`src/common/bcf_pkg.sv`:
```
/*
  Constants, types and register map for the breaker close and fault
  sequencer. Assumes a single 10 MHz system clock and an APB register bus.
*/
`default_nettype none

package bcf_pkg;

  // Clock rate and the one-second timebase derived from it
  localparam int unsigned CLK_HZ = 10_000_000;
  localparam int unsigned SEC_TIME_S = 1;
  localparam int unsigned SEC_CYCLES_DEF = CLK_HZ * SEC_TIME_S;

  // Close switch hold time before the warning starts
  localparam int unsigned HOLD_TIME_S = 2;

  // Close delay range and reset values of the protection timing
  localparam logic [2:0] CLOSE_DELAY_MAX = 3'h5;
  localparam logic [2:0] CLOSE_DELAY_RST = 3'h5;
  localparam logic [15:0] OVL_TIME_RST = 16'h021C;
  localparam logic [7:0] PCT_DELAY_RST = 8'h03;

  // Register byte offsets
  localparam logic [7:0] CTRL_OFS = 8'h00;
  localparam logic [7:0] TIMING_OFS = 8'h04;
  localparam logic [7:0] STATUS_OFS = 8'h08;
  localparam logic [7:0] INT_STATUS_OFS = 8'h0C;
  localparam logic [7:0] INT_MASK_OFS = 8'h10;

  // Field positions
  localparam int unsigned CTRL_DELAY_LSB = 0;
  localparam int unsigned CTRL_TYPE_LSB = 4;
  localparam int unsigned TIMING_OVL_LSB = 0;
  localparam int unsigned TIMING_PCT_LSB = 16;

  // Interrupt status and mask bits
  localparam int unsigned IRQ_FAULT = 0;
  localparam int unsigned IRQ_CLOSED = 1;
  localparam int unsigned IRQ_ABANDON = 2;
  localparam int unsigned IRQ_REFUSED = 3;
  localparam int unsigned IRQ_W = 4;

  // Contactor ratings selectable by software
  typedef enum logic [1:0] {
    CONT_320A, CONT_450A, CONT_600A, CONT_800A
  } contactor_type_t;

  // Close sequence states
  typedef enum logic [2:0] {
    SEQ_IDLE, SEQ_HOLD, SEQ_WARN_HELD, SEQ_PRECLOSE, SEQ_CLOSED
  } seq_state_t;

  // Four front panel keys
  typedef struct packed {
    logic select_key;
    logic return_key;
    logic [1:0] step_up_down_keys;
  } keypad_t;

  // Protection conditions from the measurement side
  typedef struct packed {
    logic inst_fault;
    logic overload;
    logic imbalance;
    logic undervolt;
  } prot_t;

  // Drives toward the contactor and the front panel
  typedef struct packed {
    logic contactor_close;
    logic fault_led;
    logic warn_led;
    logic alarm;
    logic fault_screen;
  } panel_t;

endpackage

`default_nettype wire

```
`src/hdl/breaker_close_fault_sequencer.sv`:
```
/*
  Breaker close and fault sequencer with APB register slave.
  Assumes all inputs synchronous to pclk and debounced elsewhere.
*/
// The implementer's own choices: the register offsets and the APB register port.
// Functional notes
// - Close delay is software settable from 0 to 5 seconds.
// - Close delay counts from close switch release, then contactor closes.
// - Any protection fault opens the contactor.
// - A fault shows the fault screen and lights the fault indicator at once.
// - Close requests are refused while a fault is latched.
// - Any of four keys clears the fault while the fault screen shows.
// - Without the fault screen shown, key presses do not clear the fault.
// - Holding close two seconds with no fault starts alarm and warn lamp.
// - Pre-close warning lasts the close delay, then the contactor closes.
// - Overload trips after the configured overload time, default 540 s.
// - One shared delay, default 3 s, for imbalance and undervoltage trips.
// - Contactor type offers four ratings: 320, 450, 600, 800 A.
// - Faults open the contactor on the next clock, ahead of any fuse.
`timescale 1ns/1ps
`default_nettype none

module breaker_close_fault_sequencer
  import bcf_pkg::*;
#(
  parameter int unsigned SEC_CYCLES = SEC_CYCLES_DEF
) (
  input wire logic pclk,
  input wire logic presetn,
  input wire logic psel,
  input wire logic penable,
  input wire logic pwrite,
  input wire logic [7:0] paddr,
  input wire logic [31:0] pwdata,
  output logic [31:0] prdata,
  output logic pready,
  output logic pslverr,
  input wire keypad_t keys,
  input wire logic close_switch,
  input wire logic fault_menu_select,
  input wire logic menu_leave,
  input wire prot_t prot,
  output panel_t panel,
  output logic irq
);

  localparam logic [31:0] SEC_CYC = 32'(SEC_CYCLES);
  localparam logic [31:0] HOLD_CYC = 32'(HOLD_TIME_S * SEC_CYCLES);
  generate
    if (SEC_CYCLES < 1 || SEC_CYCLES > 32'h7FFFFFFF / HOLD_TIME_S) begin : g_bad
      $error("SEC_CYCLES out of range");
    end
  endgenerate
  // Register state
  logic [2:0] close_delay;
  contactor_type_t cont_type;
  logic [15:0] ovl_time;
  logic [7:0] pct_delay;
  logic [IRQ_W-1:0] int_status;
  logic [IRQ_W-1:0] int_mask;
  logic [2:0] next_close_delay;
  contactor_type_t next_cont_type;
  logic [15:0] next_ovl_time;
  logic [7:0] next_pct_delay;
  logic [IRQ_W-1:0] next_int_status;
  logic [IRQ_W-1:0] next_int_mask;
  logic [31:0] next_prdata;
  logic next_pslverr;
  logic next_irq;
  // Fault and timer state
  logic fault_latched;
  logic fault_screen;
  logic [31:0] tick_cnt;
  logic [15:0] ovl_secs;
  logic [7:0] pct_secs;
  logic [3:0] keys_prev;
  logic next_fault_latched;
  logic next_fault_screen;
  logic [31:0] next_tick_cnt;
  logic [15:0] next_ovl_secs;
  logic [7:0] next_pct_secs;
  // Sequencer state
  seq_state_t state;
  logic [31:0] seq_cnt;
  logic [2:0] seq_secs;
  logic close_prev;
  seq_state_t next_state;
  logic [31:0] next_seq_cnt;
  logic [2:0] next_seq_secs;
  panel_t next_panel;
  // Shared events
  logic sec_tick;
  logic ovl_trip;
  logic pct_trip;
  logic fault_detect;
  logic key_press;
  logic clear_ok;
  logic ev_closed;
  logic ev_abandon;
  logic ev_refused;
  logic wr_en;
  logic setup;
  // Clamp a requested delay into the selectable range
  function automatic logic [2:0] clamp_delay(input logic [2:0] d);
    return (d > CLOSE_DELAY_MAX) ? CLOSE_DELAY_MAX : d;
  endfunction
  // Zero wait states: every access finishes in its first access cycle
  assign pready = 1'b1;
  assign setup = psel & ~penable;
  assign wr_en = psel & penable & pwrite & ~pslverr;
  // Register writes, read capture in setup and sticky interrupt bits
  always_comb begin
    next_close_delay = close_delay;
    next_cont_type = cont_type;
    next_ovl_time = ovl_time;
    next_pct_delay = pct_delay;
    next_int_mask = int_mask;
    next_int_status = int_status;
    next_prdata = prdata;
    next_pslverr = pslverr;
    if (wr_en) begin
      if (paddr == CTRL_OFS) begin
        next_close_delay = clamp_delay(pwdata[CTRL_DELAY_LSB +: 3]);
        next_cont_type = contactor_type_t'(pwdata[CTRL_TYPE_LSB +: 2]);
      end else if (paddr == TIMING_OFS) begin
        next_ovl_time = pwdata[TIMING_OVL_LSB +: 16];
        next_pct_delay = pwdata[TIMING_PCT_LSB +: 8];
      end else if (paddr == INT_STATUS_OFS) begin
        next_int_status = int_status & ~pwdata[IRQ_W-1:0];
      end else if (paddr == INT_MASK_OFS) begin
        next_int_mask = pwdata[IRQ_W-1:0];
      end
    end
    // Hardware set wins over a software clear in the same cycle
    next_int_status[IRQ_FAULT] |= fault_detect & ~fault_latched;
    next_int_status[IRQ_CLOSED] |= ev_closed;
    next_int_status[IRQ_ABANDON] |= ev_abandon;
    next_int_status[IRQ_REFUSED] |= ev_refused;
    // Read data is captured at setup so it is stable through access
    if (setup) begin
      next_pslverr = 1'b0;
      next_prdata = 32'h0000_0000;
      if (paddr == CTRL_OFS) begin
        next_prdata[CTRL_DELAY_LSB +: 3] = close_delay;
        next_prdata[CTRL_TYPE_LSB +: 2] = cont_type;
      end else if (paddr == TIMING_OFS) begin
        next_prdata[TIMING_OVL_LSB +: 16] = ovl_time;
        next_prdata[TIMING_PCT_LSB +: 8] = pct_delay;
      end else if (paddr == STATUS_OFS) begin
        next_prdata[4:0] = panel;
        next_prdata[5] = fault_latched;
        next_prdata[10:8] = state;
      end else if (paddr == INT_STATUS_OFS) begin
        next_prdata[IRQ_W-1:0] = int_status;
      end else if (paddr == INT_MASK_OFS) begin
        next_prdata[IRQ_W-1:0] = int_mask;
      end else begin
        next_pslverr = 1'b1;
      end
    end
    next_irq = |(next_int_status & next_int_mask);
  end

  always_ff @(posedge pclk or negedge presetn) begin
    if (!presetn) begin
      close_delay <= CLOSE_DELAY_RST;
      cont_type <= CONT_320A;
      ovl_time <= OVL_TIME_RST;
      pct_delay <= PCT_DELAY_RST;
      int_status <= '0;
      int_mask <= '0;
      prdata <= 32'h0000_0000;
      pslverr <= 1'b0;
      irq <= 1'b0;
    end else begin
      close_delay <= next_close_delay;
      cont_type <= next_cont_type;
      ovl_time <= next_ovl_time;
      pct_delay <= next_pct_delay;
      int_status <= next_int_status;
      int_mask <= next_int_mask;
      prdata <= next_prdata;
      pslverr <= next_pslverr;
      irq <= next_irq;
    end
  end

  // Trip decisions; timers run on a free seconds tick, so up to 1 s late.
  // One tick past the setting is needed, so a trip never comes early.
  assign sec_tick = (tick_cnt == SEC_CYC - 32'h1);
  assign ovl_trip = prot.overload &&
                    (ovl_time == 16'h0000 || ovl_secs > ovl_time);
  assign pct_trip = (prot.imbalance || prot.undervolt) &&
                    (pct_delay == 8'h00 || pct_secs > pct_delay);
  assign fault_detect = prot.inst_fault | ovl_trip | pct_trip;
  assign key_press = |(keys & ~keys_prev);
  assign clear_ok = fault_latched && fault_screen && key_press;

  // Fault latch, fault screen and protection timers
  always_comb begin
    next_tick_cnt = sec_tick ? 32'h0 : tick_cnt + 32'h1;
    next_ovl_secs = ovl_secs;
    if (!prot.overload) begin
      next_ovl_secs = 16'h0000;
    end else if (sec_tick && ovl_secs != 16'hFFFF) begin
      next_ovl_secs = ovl_secs + 16'h0001;
    end
    next_pct_secs = pct_secs;
    if (!(prot.imbalance || prot.undervolt)) begin
      next_pct_secs = 8'h00;
    end else if (sec_tick && pct_secs != 8'hFF) begin
      next_pct_secs = pct_secs + 8'h01;
    end
    next_fault_screen = fault_screen;
    if (menu_leave) begin
      next_fault_screen = 1'b0;
    end
    if (fault_menu_select) begin
      next_fault_screen = 1'b1;
    end
    next_fault_latched = fault_latched;
    if (clear_ok) begin
      next_fault_latched = 1'b0;
    end
    // A fault in the clearing cycle still latches
    if (fault_detect) begin
      next_fault_latched = 1'b1;
      next_fault_screen = 1'b1;
    end
  end

  always_ff @(posedge pclk or negedge presetn) begin
    if (!presetn) begin
      fault_latched <= 1'b0;
      fault_screen <= 1'b0;
      tick_cnt <= 32'h0;
      ovl_secs <= 16'h0000;
      pct_secs <= 8'h00;
      keys_prev <= 4'h0;
    end else begin
      fault_latched <= next_fault_latched;
      fault_screen <= next_fault_screen;
      tick_cnt <= next_tick_cnt;
      ovl_secs <= next_ovl_secs;
      pct_secs <= next_pct_secs;
      keys_prev <= keys;
    end
  end

  // Close sequence: hold, warn while held, warn for the delay, close
  always_comb begin
    next_state = state;
    next_seq_cnt = seq_cnt + 32'h1;
    next_seq_secs = seq_secs;
    ev_closed = 1'b0;
    ev_abandon = 1'b0;
    ev_refused = 1'b0;
    case (state)
      SEQ_IDLE: begin
        next_seq_cnt = 32'h0;
        if (close_switch && !close_prev && fault_latched) begin
          ev_refused = 1'b1;
        end else if (close_switch && !fault_latched) begin
          next_state = SEQ_HOLD;
        end
      end
      SEQ_HOLD: begin
        if (!close_switch) begin
          next_state = SEQ_IDLE;
          ev_abandon = 1'b1;
        end else if (seq_cnt == HOLD_CYC - 32'h1) begin
          next_state = SEQ_WARN_HELD;
        end
      end
      SEQ_WARN_HELD: begin
        next_seq_cnt = 32'h0;
        next_seq_secs = 3'h0;
        if (!close_switch) begin
          if (close_delay == 3'h0) begin
            next_state = SEQ_CLOSED;
            ev_closed = 1'b1;
          end else begin
            next_state = SEQ_PRECLOSE;
          end
        end
      end
      SEQ_PRECLOSE: begin
        if (seq_cnt == SEC_CYC - 32'h1) begin
          next_seq_cnt = 32'h0;
          next_seq_secs = seq_secs + 3'h1;
          if (seq_secs + 3'h1 >= close_delay) begin
            next_state = SEQ_CLOSED;
            ev_closed = 1'b1;
          end
        end
      end
      SEQ_CLOSED: begin
        next_seq_cnt = 32'h0;
      end
      default: begin
        next_state = SEQ_IDLE;
      end
    endcase
    // A fault overrides every step and opens the contactor
    if (fault_detect) begin
      next_state = SEQ_IDLE;
      next_seq_cnt = 32'h0;
      ev_closed = 1'b0;
      ev_abandon = 1'b0;
    end
    next_panel.contactor_close = (next_state == SEQ_CLOSED);
    next_panel.warn_led = (next_state == SEQ_WARN_HELD) ||
                          (next_state == SEQ_PRECLOSE);
    next_panel.alarm = next_panel.warn_led;
    next_panel.fault_led = next_fault_latched;
    next_panel.fault_screen = next_fault_screen;
  end

  always_ff @(posedge pclk or negedge presetn) begin
    if (!presetn) begin
      state <= SEQ_IDLE;
      seq_cnt <= 32'h0;
      seq_secs <= 3'h0;
      close_prev <= 1'b0;
      panel <= '0;
    end else begin
      state <= next_state;
      seq_cnt <= next_seq_cnt;
      seq_secs <= next_seq_secs;
      close_prev <= close_switch;
      panel <= next_panel;
    end
  end

endmodule

`default_nettype wire

```
`config.mk`:
```
export PLATFORM = sky130hd
export DESIGN_NAME = breaker_close_fault_sequencer
export DESIGN_NICKNAME = d
export VERILOG_FILES = /design/src/common/bcf_pkg.sv /design/src/hdl/breaker_close_fault_sequencer.sv
export SDC_FILE = /design/constraint.sdc
export NUM_CORES = 1
export LEC_CHECK = 0
export BUFFER_PORTS_ARGS = -buffer_cell sky130_fd_sc_hd__buf_4
export CAP_MARGIN = 20
export CORE_AREA = 2 2 142 144
export CTS_CLUSTER_DIAMETER = 120
export CTS_CLUSTER_SIZE = 40
export DETAILED_ROUTE_END_ITERATION = 8
export DIE_AREA = 0 0 144 146
export GPL_ROUTABILITY_DRIVEN = 0
export PLACE_DENSITY_LB_ADDON = 0.15
export SYNTH_ARGS = -nofsm -noshare
export SYNTH_HDL_FRONTEND = slang
export SYNTH_SLANG_ARGS = --single-unit
export TNS_END_PERCENT = 5
```
`constraint.sdc`:
```
create_clock -name pclk -period 4.4 [get_ports pclk]
set_input_delay 0.22 -clock pclk [delete_from_list [all_inputs] [get_ports pclk]]
set_output_delay 0.22 -clock pclk [all_outputs]
set_load 0.02 [all_outputs]
```
# Word-level counts from Yosys, hierarchy flattened
# Cells that the tools add are included.
[word_totals]
in_bits = 56
output_inout_bits = 40
regBits = 166
[op_classes]
mux = 64
n_bitwise = 20
reduce_logical = 29
order_cmp = 4
n_addsub = 5
n_eq_ne = 19
[ops]
columns = ["operator", "count"]
rows = [
  ["$mux W32", 3],
  ["$add A32 B1 Y32 const B", 2],
  ["$eq A32 B24 Y1 const B", 2],
  ["$pmux W32 S2", 1],
  ["$mux W4", 12],
  ["$mux W3", 14],
  ["$eq A32 B25 Y1 const B", 1],
  ["$mux W16", 2],
  ["$mux W1", 21],
  ["$mux W18", 1],
  ["$add A16 B1 Y16 const B", 1],
  ["$eq A8 B4 Y1 const B", 2],
  ["$gt A16 B16 Y1", 1],
  ["$logic_not A16 Y1", 1],
  ["$logic_not A8 Y1", 2],
  ["$mux W8", 2],
  ["$ne A16 B16 Y1 const B", 1],
  ["$pmux W3 S5", 1],
  ["$mux W13", 1],
  ["$and A4 B4 Y4", 3],
  ["$eq A3 B2 Y1 const B", 4],
  ["$logic_and A1 B1 Y1", 9],
  ["$add A8 B1 Y8 const B", 1],
  ["$eq A8 B3 Y1 const B", 1],
  ["other kinds (27)", 52],
]

# Longest topological paths before layout
[depth]
ltp_word = 9
depth_mapped = 9
ltp_nobuf = 9

# Worst setup path before layout
# OpenSTA, ideal clock, no wires.
[synth_path]
path_kind = "register to register"
start = "reg ovl_time[9]"
end = "reg seq_cnt[20]"
arrival_ns = 2.041
required_ns = 4.328
setup_slack_ns = 2.287
path_stages_with_launch = 10
period_less_slack_ns = 2.113
setup_time_ns = 0.072
path_cell_list = "dfstp_2 inv_1 ha_1 and4_1 and3_1 o21ai_0 nand3_1 a221o_2 buf_6 nor2_1"
[synth_via]
elab_chain_len = 6
[synth_rtl]
columns = ["element", "line", "rtl"]
rows = [
  ["start: declaration", "breaker_close_fault_sequencer.sv:57", "logic [15:0] ovl_time;"],
  ["start signal: assignment", "breaker_close_fault_sequencer.sv:178", "ovl_time <= next_ovl_time;"],
  ["$gt A16 B16 Y1 or $logic_not A16 Y1 (tied branches)", "breaker_close_fault_sequencer.sv:192", "(ovl_time == 16'h0000 || ovl_secs > ovl_time);"],
  ["$logic_or A1 B1 Y1 (*)", "breaker_close_fault_sequencer.sv:192", ""],
  ["$logic_and A1 B1 Y1 (*)", "breaker_close_fault_sequencer.sv:191", "assign ovl_trip = prot.overload &&"],
  ["$or A1 B1 Y1 (*) (2 in series)", "breaker_close_fault_sequencer.sv:195", "assign fault_detect = prot.inst_fault | ovl_trip | pct_trip;"],
  ["$mux W32 (*)", "breaker_close_fault_sequencer.sv:305", "if (fault_detect) begin"],
  ["named net next_seq_cnt[20]", "breaker_close_fault_sequencer.sv:88", "logic [31:0] next_seq_cnt;"],
  ["end signal: assignment", "breaker_close_fault_sequencer.sv:328", "seq_cnt <= next_seq_cnt;"],
  ["end: declaration", "breaker_close_fault_sequencer.sv:84", "logic [31:0] seq_cnt;"],
]
# Mark *: on every way through the listed nets, which the timed path passes. The rest lies on a longest branch.
# A chain may end at the register's enable or synchronous reset.

# Worst setup path in the final report
[layout_path]
start = "reg seq_cnt[9]"
end = "reg seq_cnt[22]"
[layout_via]
elab_chain_len = 4
[layout_rtl]
columns = ["element", "line", "rtl"]
rows = [
  ["$add A32 B1 Y32 or $eq A32 B24 Y1 (tied branches)", "breaker_close_fault_sequencer.sv:253, breaker_close_fault_sequencer.sv:288", ""],
  ["$mux W32", "breaker_close_fault_sequencer.sv:288", "if (seq_cnt == SEC_CYC - 32'h1) begin"],
  ["$pmux W32 S2 (*)", "breaker_close_fault_sequencer.sv:258", "case (state)"],
  ["$mux W32 (*)", "breaker_close_fault_sequencer.sv:305", ""],
  ["named net next_seq_cnt[22]", "breaker_close_fault_sequencer.sv:88", ""],
]
# Marked as above.

==> summary.md <==
| Metric | Value |
|---|---|
| Via count | `6560` |
| Clk buf depth | `2` |
| Avg WL per Cell | `15.0 microns` |
| Worst-Margin Slew | `0.832 ns` |
| Cts hold-fix bufs | `9` |
| Total Routed Length | `18.6 mm` |
| Top FF cell, synth | `dfrtp_1` |
| Critical path cell sequence | `nand2_1 > or4_1 > nor4_4 > a21o_1 > a221o_2 > nor2_1` |
| Crit path buf inv count | `0` |
| Critical path capture point type | `flip-flop` |
| Number of cells on the critical path | `6` |
| Slew Limit Fails | `0` |
| Number of synthesized flops with an enable pin | `0` |
| Final Setup Violations | `0` |
| Clk_skew | `0.00941 ns` |
| Diode count | `0` |
| Number of port buffers | `78` |
| Most frequent cells in the layout | `dfrtp_1, nand2_1, nor2_1` |
| Initial DRC count | `315` |
| # placed instances | `1199` |
| Pre-CTS WS | `1.37 ns` |
| Maximum clock frequency | `382 MHz` |
| Power Dens Cells | `311 mW/mm^2` |
| Unrepaired setup endpoints after global routing | `no` |
| CP startpoint kind | `flip-flop` |
| Rel. slew slack | `44.0%` |
| Core Area | `0.0193 sq mm` |
| H-tree levels | `4` |
| Hold path depth | `2` |
| First-pass DRT Iterations | `4` |
| Std cell rows | `51` |
| GRT Total Usage | `19.0%` |
| Worst-skew pair later-pin latency | `0.43 ns` |
| Kind of critical path | `flip-flop to flip-flop` |
| Worst hold path type | `input port to flip-flop` |
| Syn_area_per_cell | `9.84 sq um` |
| Layout area overhead | `16.8%` |
| Cell family with most CP delay | `simple AND/OR/NAND/NOR gates` |
| Yosys reg bits | `166` |
| Vias in the first global route | `6451` |
| Reg2reg path depth | `6` |
| Peak VDD IR | `0.258 mV` |
| Crit Path Max Fanout | `31` |
| Sequential-to-total area share from yosys stat | `48.0%` |
| Tcrit/Tclk final | `59.4%` |
| PostCTS Resize Cnt | `0` |
| Largest net degree at the start of global routing | `92` |
| Final Core Density | `52.4%` |
| Worst path required time | `4.69 ns` |
| Leakage Power | `4.50 nW` |
| Post-Syn Instances | `881` |
| Post-DP HPWL | `13.2 mm` |
| Nets | `1051` |
| CP max stage cell | `or4_1` |
| Top post-synthesis cells by area | `dfrtp_1, ha_1, nand2_1, xor2_1, nor2_1` |
| Antenna violations before repair | `0` |
| Die Ht | `146 microns` |
| Area leader, netlist | `dfrtp_1` |
| DRC | `0` |
| Outcome | `finished clean` |
| Setup tns final | `0 ns` |
| Share of the synthesized area in the top cell type | `45.6%` |
| Clk sink count | `166` |
| Final non-filler cell total | `1241` |
| CTS Root Cell | `clkbuf_16` |
| Leading cell type in the layout, fill and taps excluded | `dfrtp_1` |
| Clk pin slew, worst setup/hold paths | `0.07 ns` |
| CTS buffer count | `17` |
| Total gr overflow | `0` |
| Mapped Area | `0.00867 sq mm` |
| Post-CTS Setup Bufs | `0` |
| Share of cells above drive strength 1 | `17.4%` |
| Final Hold Fails | `0` |
| Ys async rst share | `100%` |
| Crit path time final | `2.62 ns` |
| Max Cap Viol | `0` |
| Final ANT Viol Nets | `0` |
| WP data arrival | `2.91 ns` |
| Via density | `5.29` |
| Die area | `0.0210 sq mm` |
| Global-route wire length before repair | `32.1 mm` |
| Crit path largest cell delay | `0.54 ns` |
| CTS tree | `yes` |
| I/O pin total | `96` |
| Starting Density | `44.8%` |
| Ys Warns | `0` |
| DIE WIDTH | `144 microns` |
| Final WS setup | `1.78 ns` |
| Number of library cell types mapped by synthesis | `66` |
[cells by family (layout without fill, tap and decap cells)]
group,Yosys count,count (layout),synth area share (%)
compound gates,99,99,7.07
xor+xnor,73,73,7.38
fa+ha+maj,32,32,4.62
buf+inv,81,169,4.37
flops,166,166,48.0
mux,37,37,4.95
other cells,2,9,0.0866
simple gates,391,391,23.5
[where the power goes]
group          internal [mW]  total, mW  switching, mW
clock network          0.813       1.46          0.642
logic                 0.0584      0.148         0.0894
registers               1.54       1.54        0.00676
total                   2.41       3.15          0.739
[per-layer routing]
layer | routed length [microns] | vias up | part of all wire (%) | GRT usage [%]
li1 | - | 3235 | - | -
met1 | 9130 | 3218 | 49 | 27.0
met2 | 8760 | 90 | 47 | 29.8
met3 | 531 | 17 | 2.9 | 3.72
met4 | 206 | 0 | 1.1 | 5.10
met5 | 0 | - | 0 | 0
[final cells by class]
cell class,instances,area (sq um)
sequential,166,4160
fill,1808,9210
multi-input combinational,641,4150
tap,265,332
clock inverter,13,116
timing repair buffer,92,737
inverter,45,169
clock buffer,19,453
[worst paths after layout]
check | startpoint | to | slack [ns]
worst max-delay path | seq_cnt[9]$_DFF_PN0_ | seq_cnt[22]$_DFF_PN0_ | 1.78
worst min-delay path | pwdata[16] | pct_delay[0]$_DFFE_PN1P_ | 0.02
worst max register to register | seq_cnt[9]$_DFF_PN0_ | seq_cnt[22]$_DFF_PN0_ | 1.78
worst min register to register | prdata[2]$_DFFE_PN0P_ | prdata[2]$_DFFE_PN0P_ | 0.47
max in group asynchronous | presetn | tick_cnt[24]$_DFF_PN0_ | 3.10
min in group asynchronous | presetn | prdata[1]$_DFFE_PN0P_ | 0.36
[cells in the mapped netlist, drive strengths merged, types with 3 or more instances]
library cell / instances
nand2b: 5
nor2: 84
a211o: 3
or4: 6
or3: 8
or2: 5
nand3: 59
nor4b: 3
a32oi: 6
inv: 43
a31oi: 3
nor3: 13
nand2: 106
buf: 22
and2: 4
ha: 32
and3: 16
a21oi: 24
xor2: 38
mux2: 28
nand3b: 3
o21ai: 37
dfrtp: 158
and4: 15
mux2i: 8
xnor2: 35
nor2b: 11
dfstp: 8
a21o: 4
nor4: 23
a211oi: 3
nand4: 25
clkbuf: 14
[registers in the layout (all words and copies together) (netlist names), 3 cells and up]
name	flops
seq_cnt	32
tick_cnt	32
prdata	24
ovl_secs	16
ovl_time	16
pct_delay	8
pct_secs	8
int_mask	4
int_status	4
keys_prev	4
panel	4
close_delay	3
seq_secs	3
state	3
[metrics by stage]
| stage | hold WS (ns) | instance area [sq um] | power (mW) |
|---|---|---|---|
| after CTS | 0.00321 | 10100 | 3.18 |
| after global routing | 0.00777 | 10100 | 3.26 |
| after detailed placement | 0.285 | 9450 | 1.71 |
| after floorplan | -0.0756 | 8690 | 1.63 |
| after global placement | 0.296 | 9450 | 1.71 |
| final | 0.0181 | 10100 | 3.15 |
Note: power is estimated with default switching activity, not from simulation.
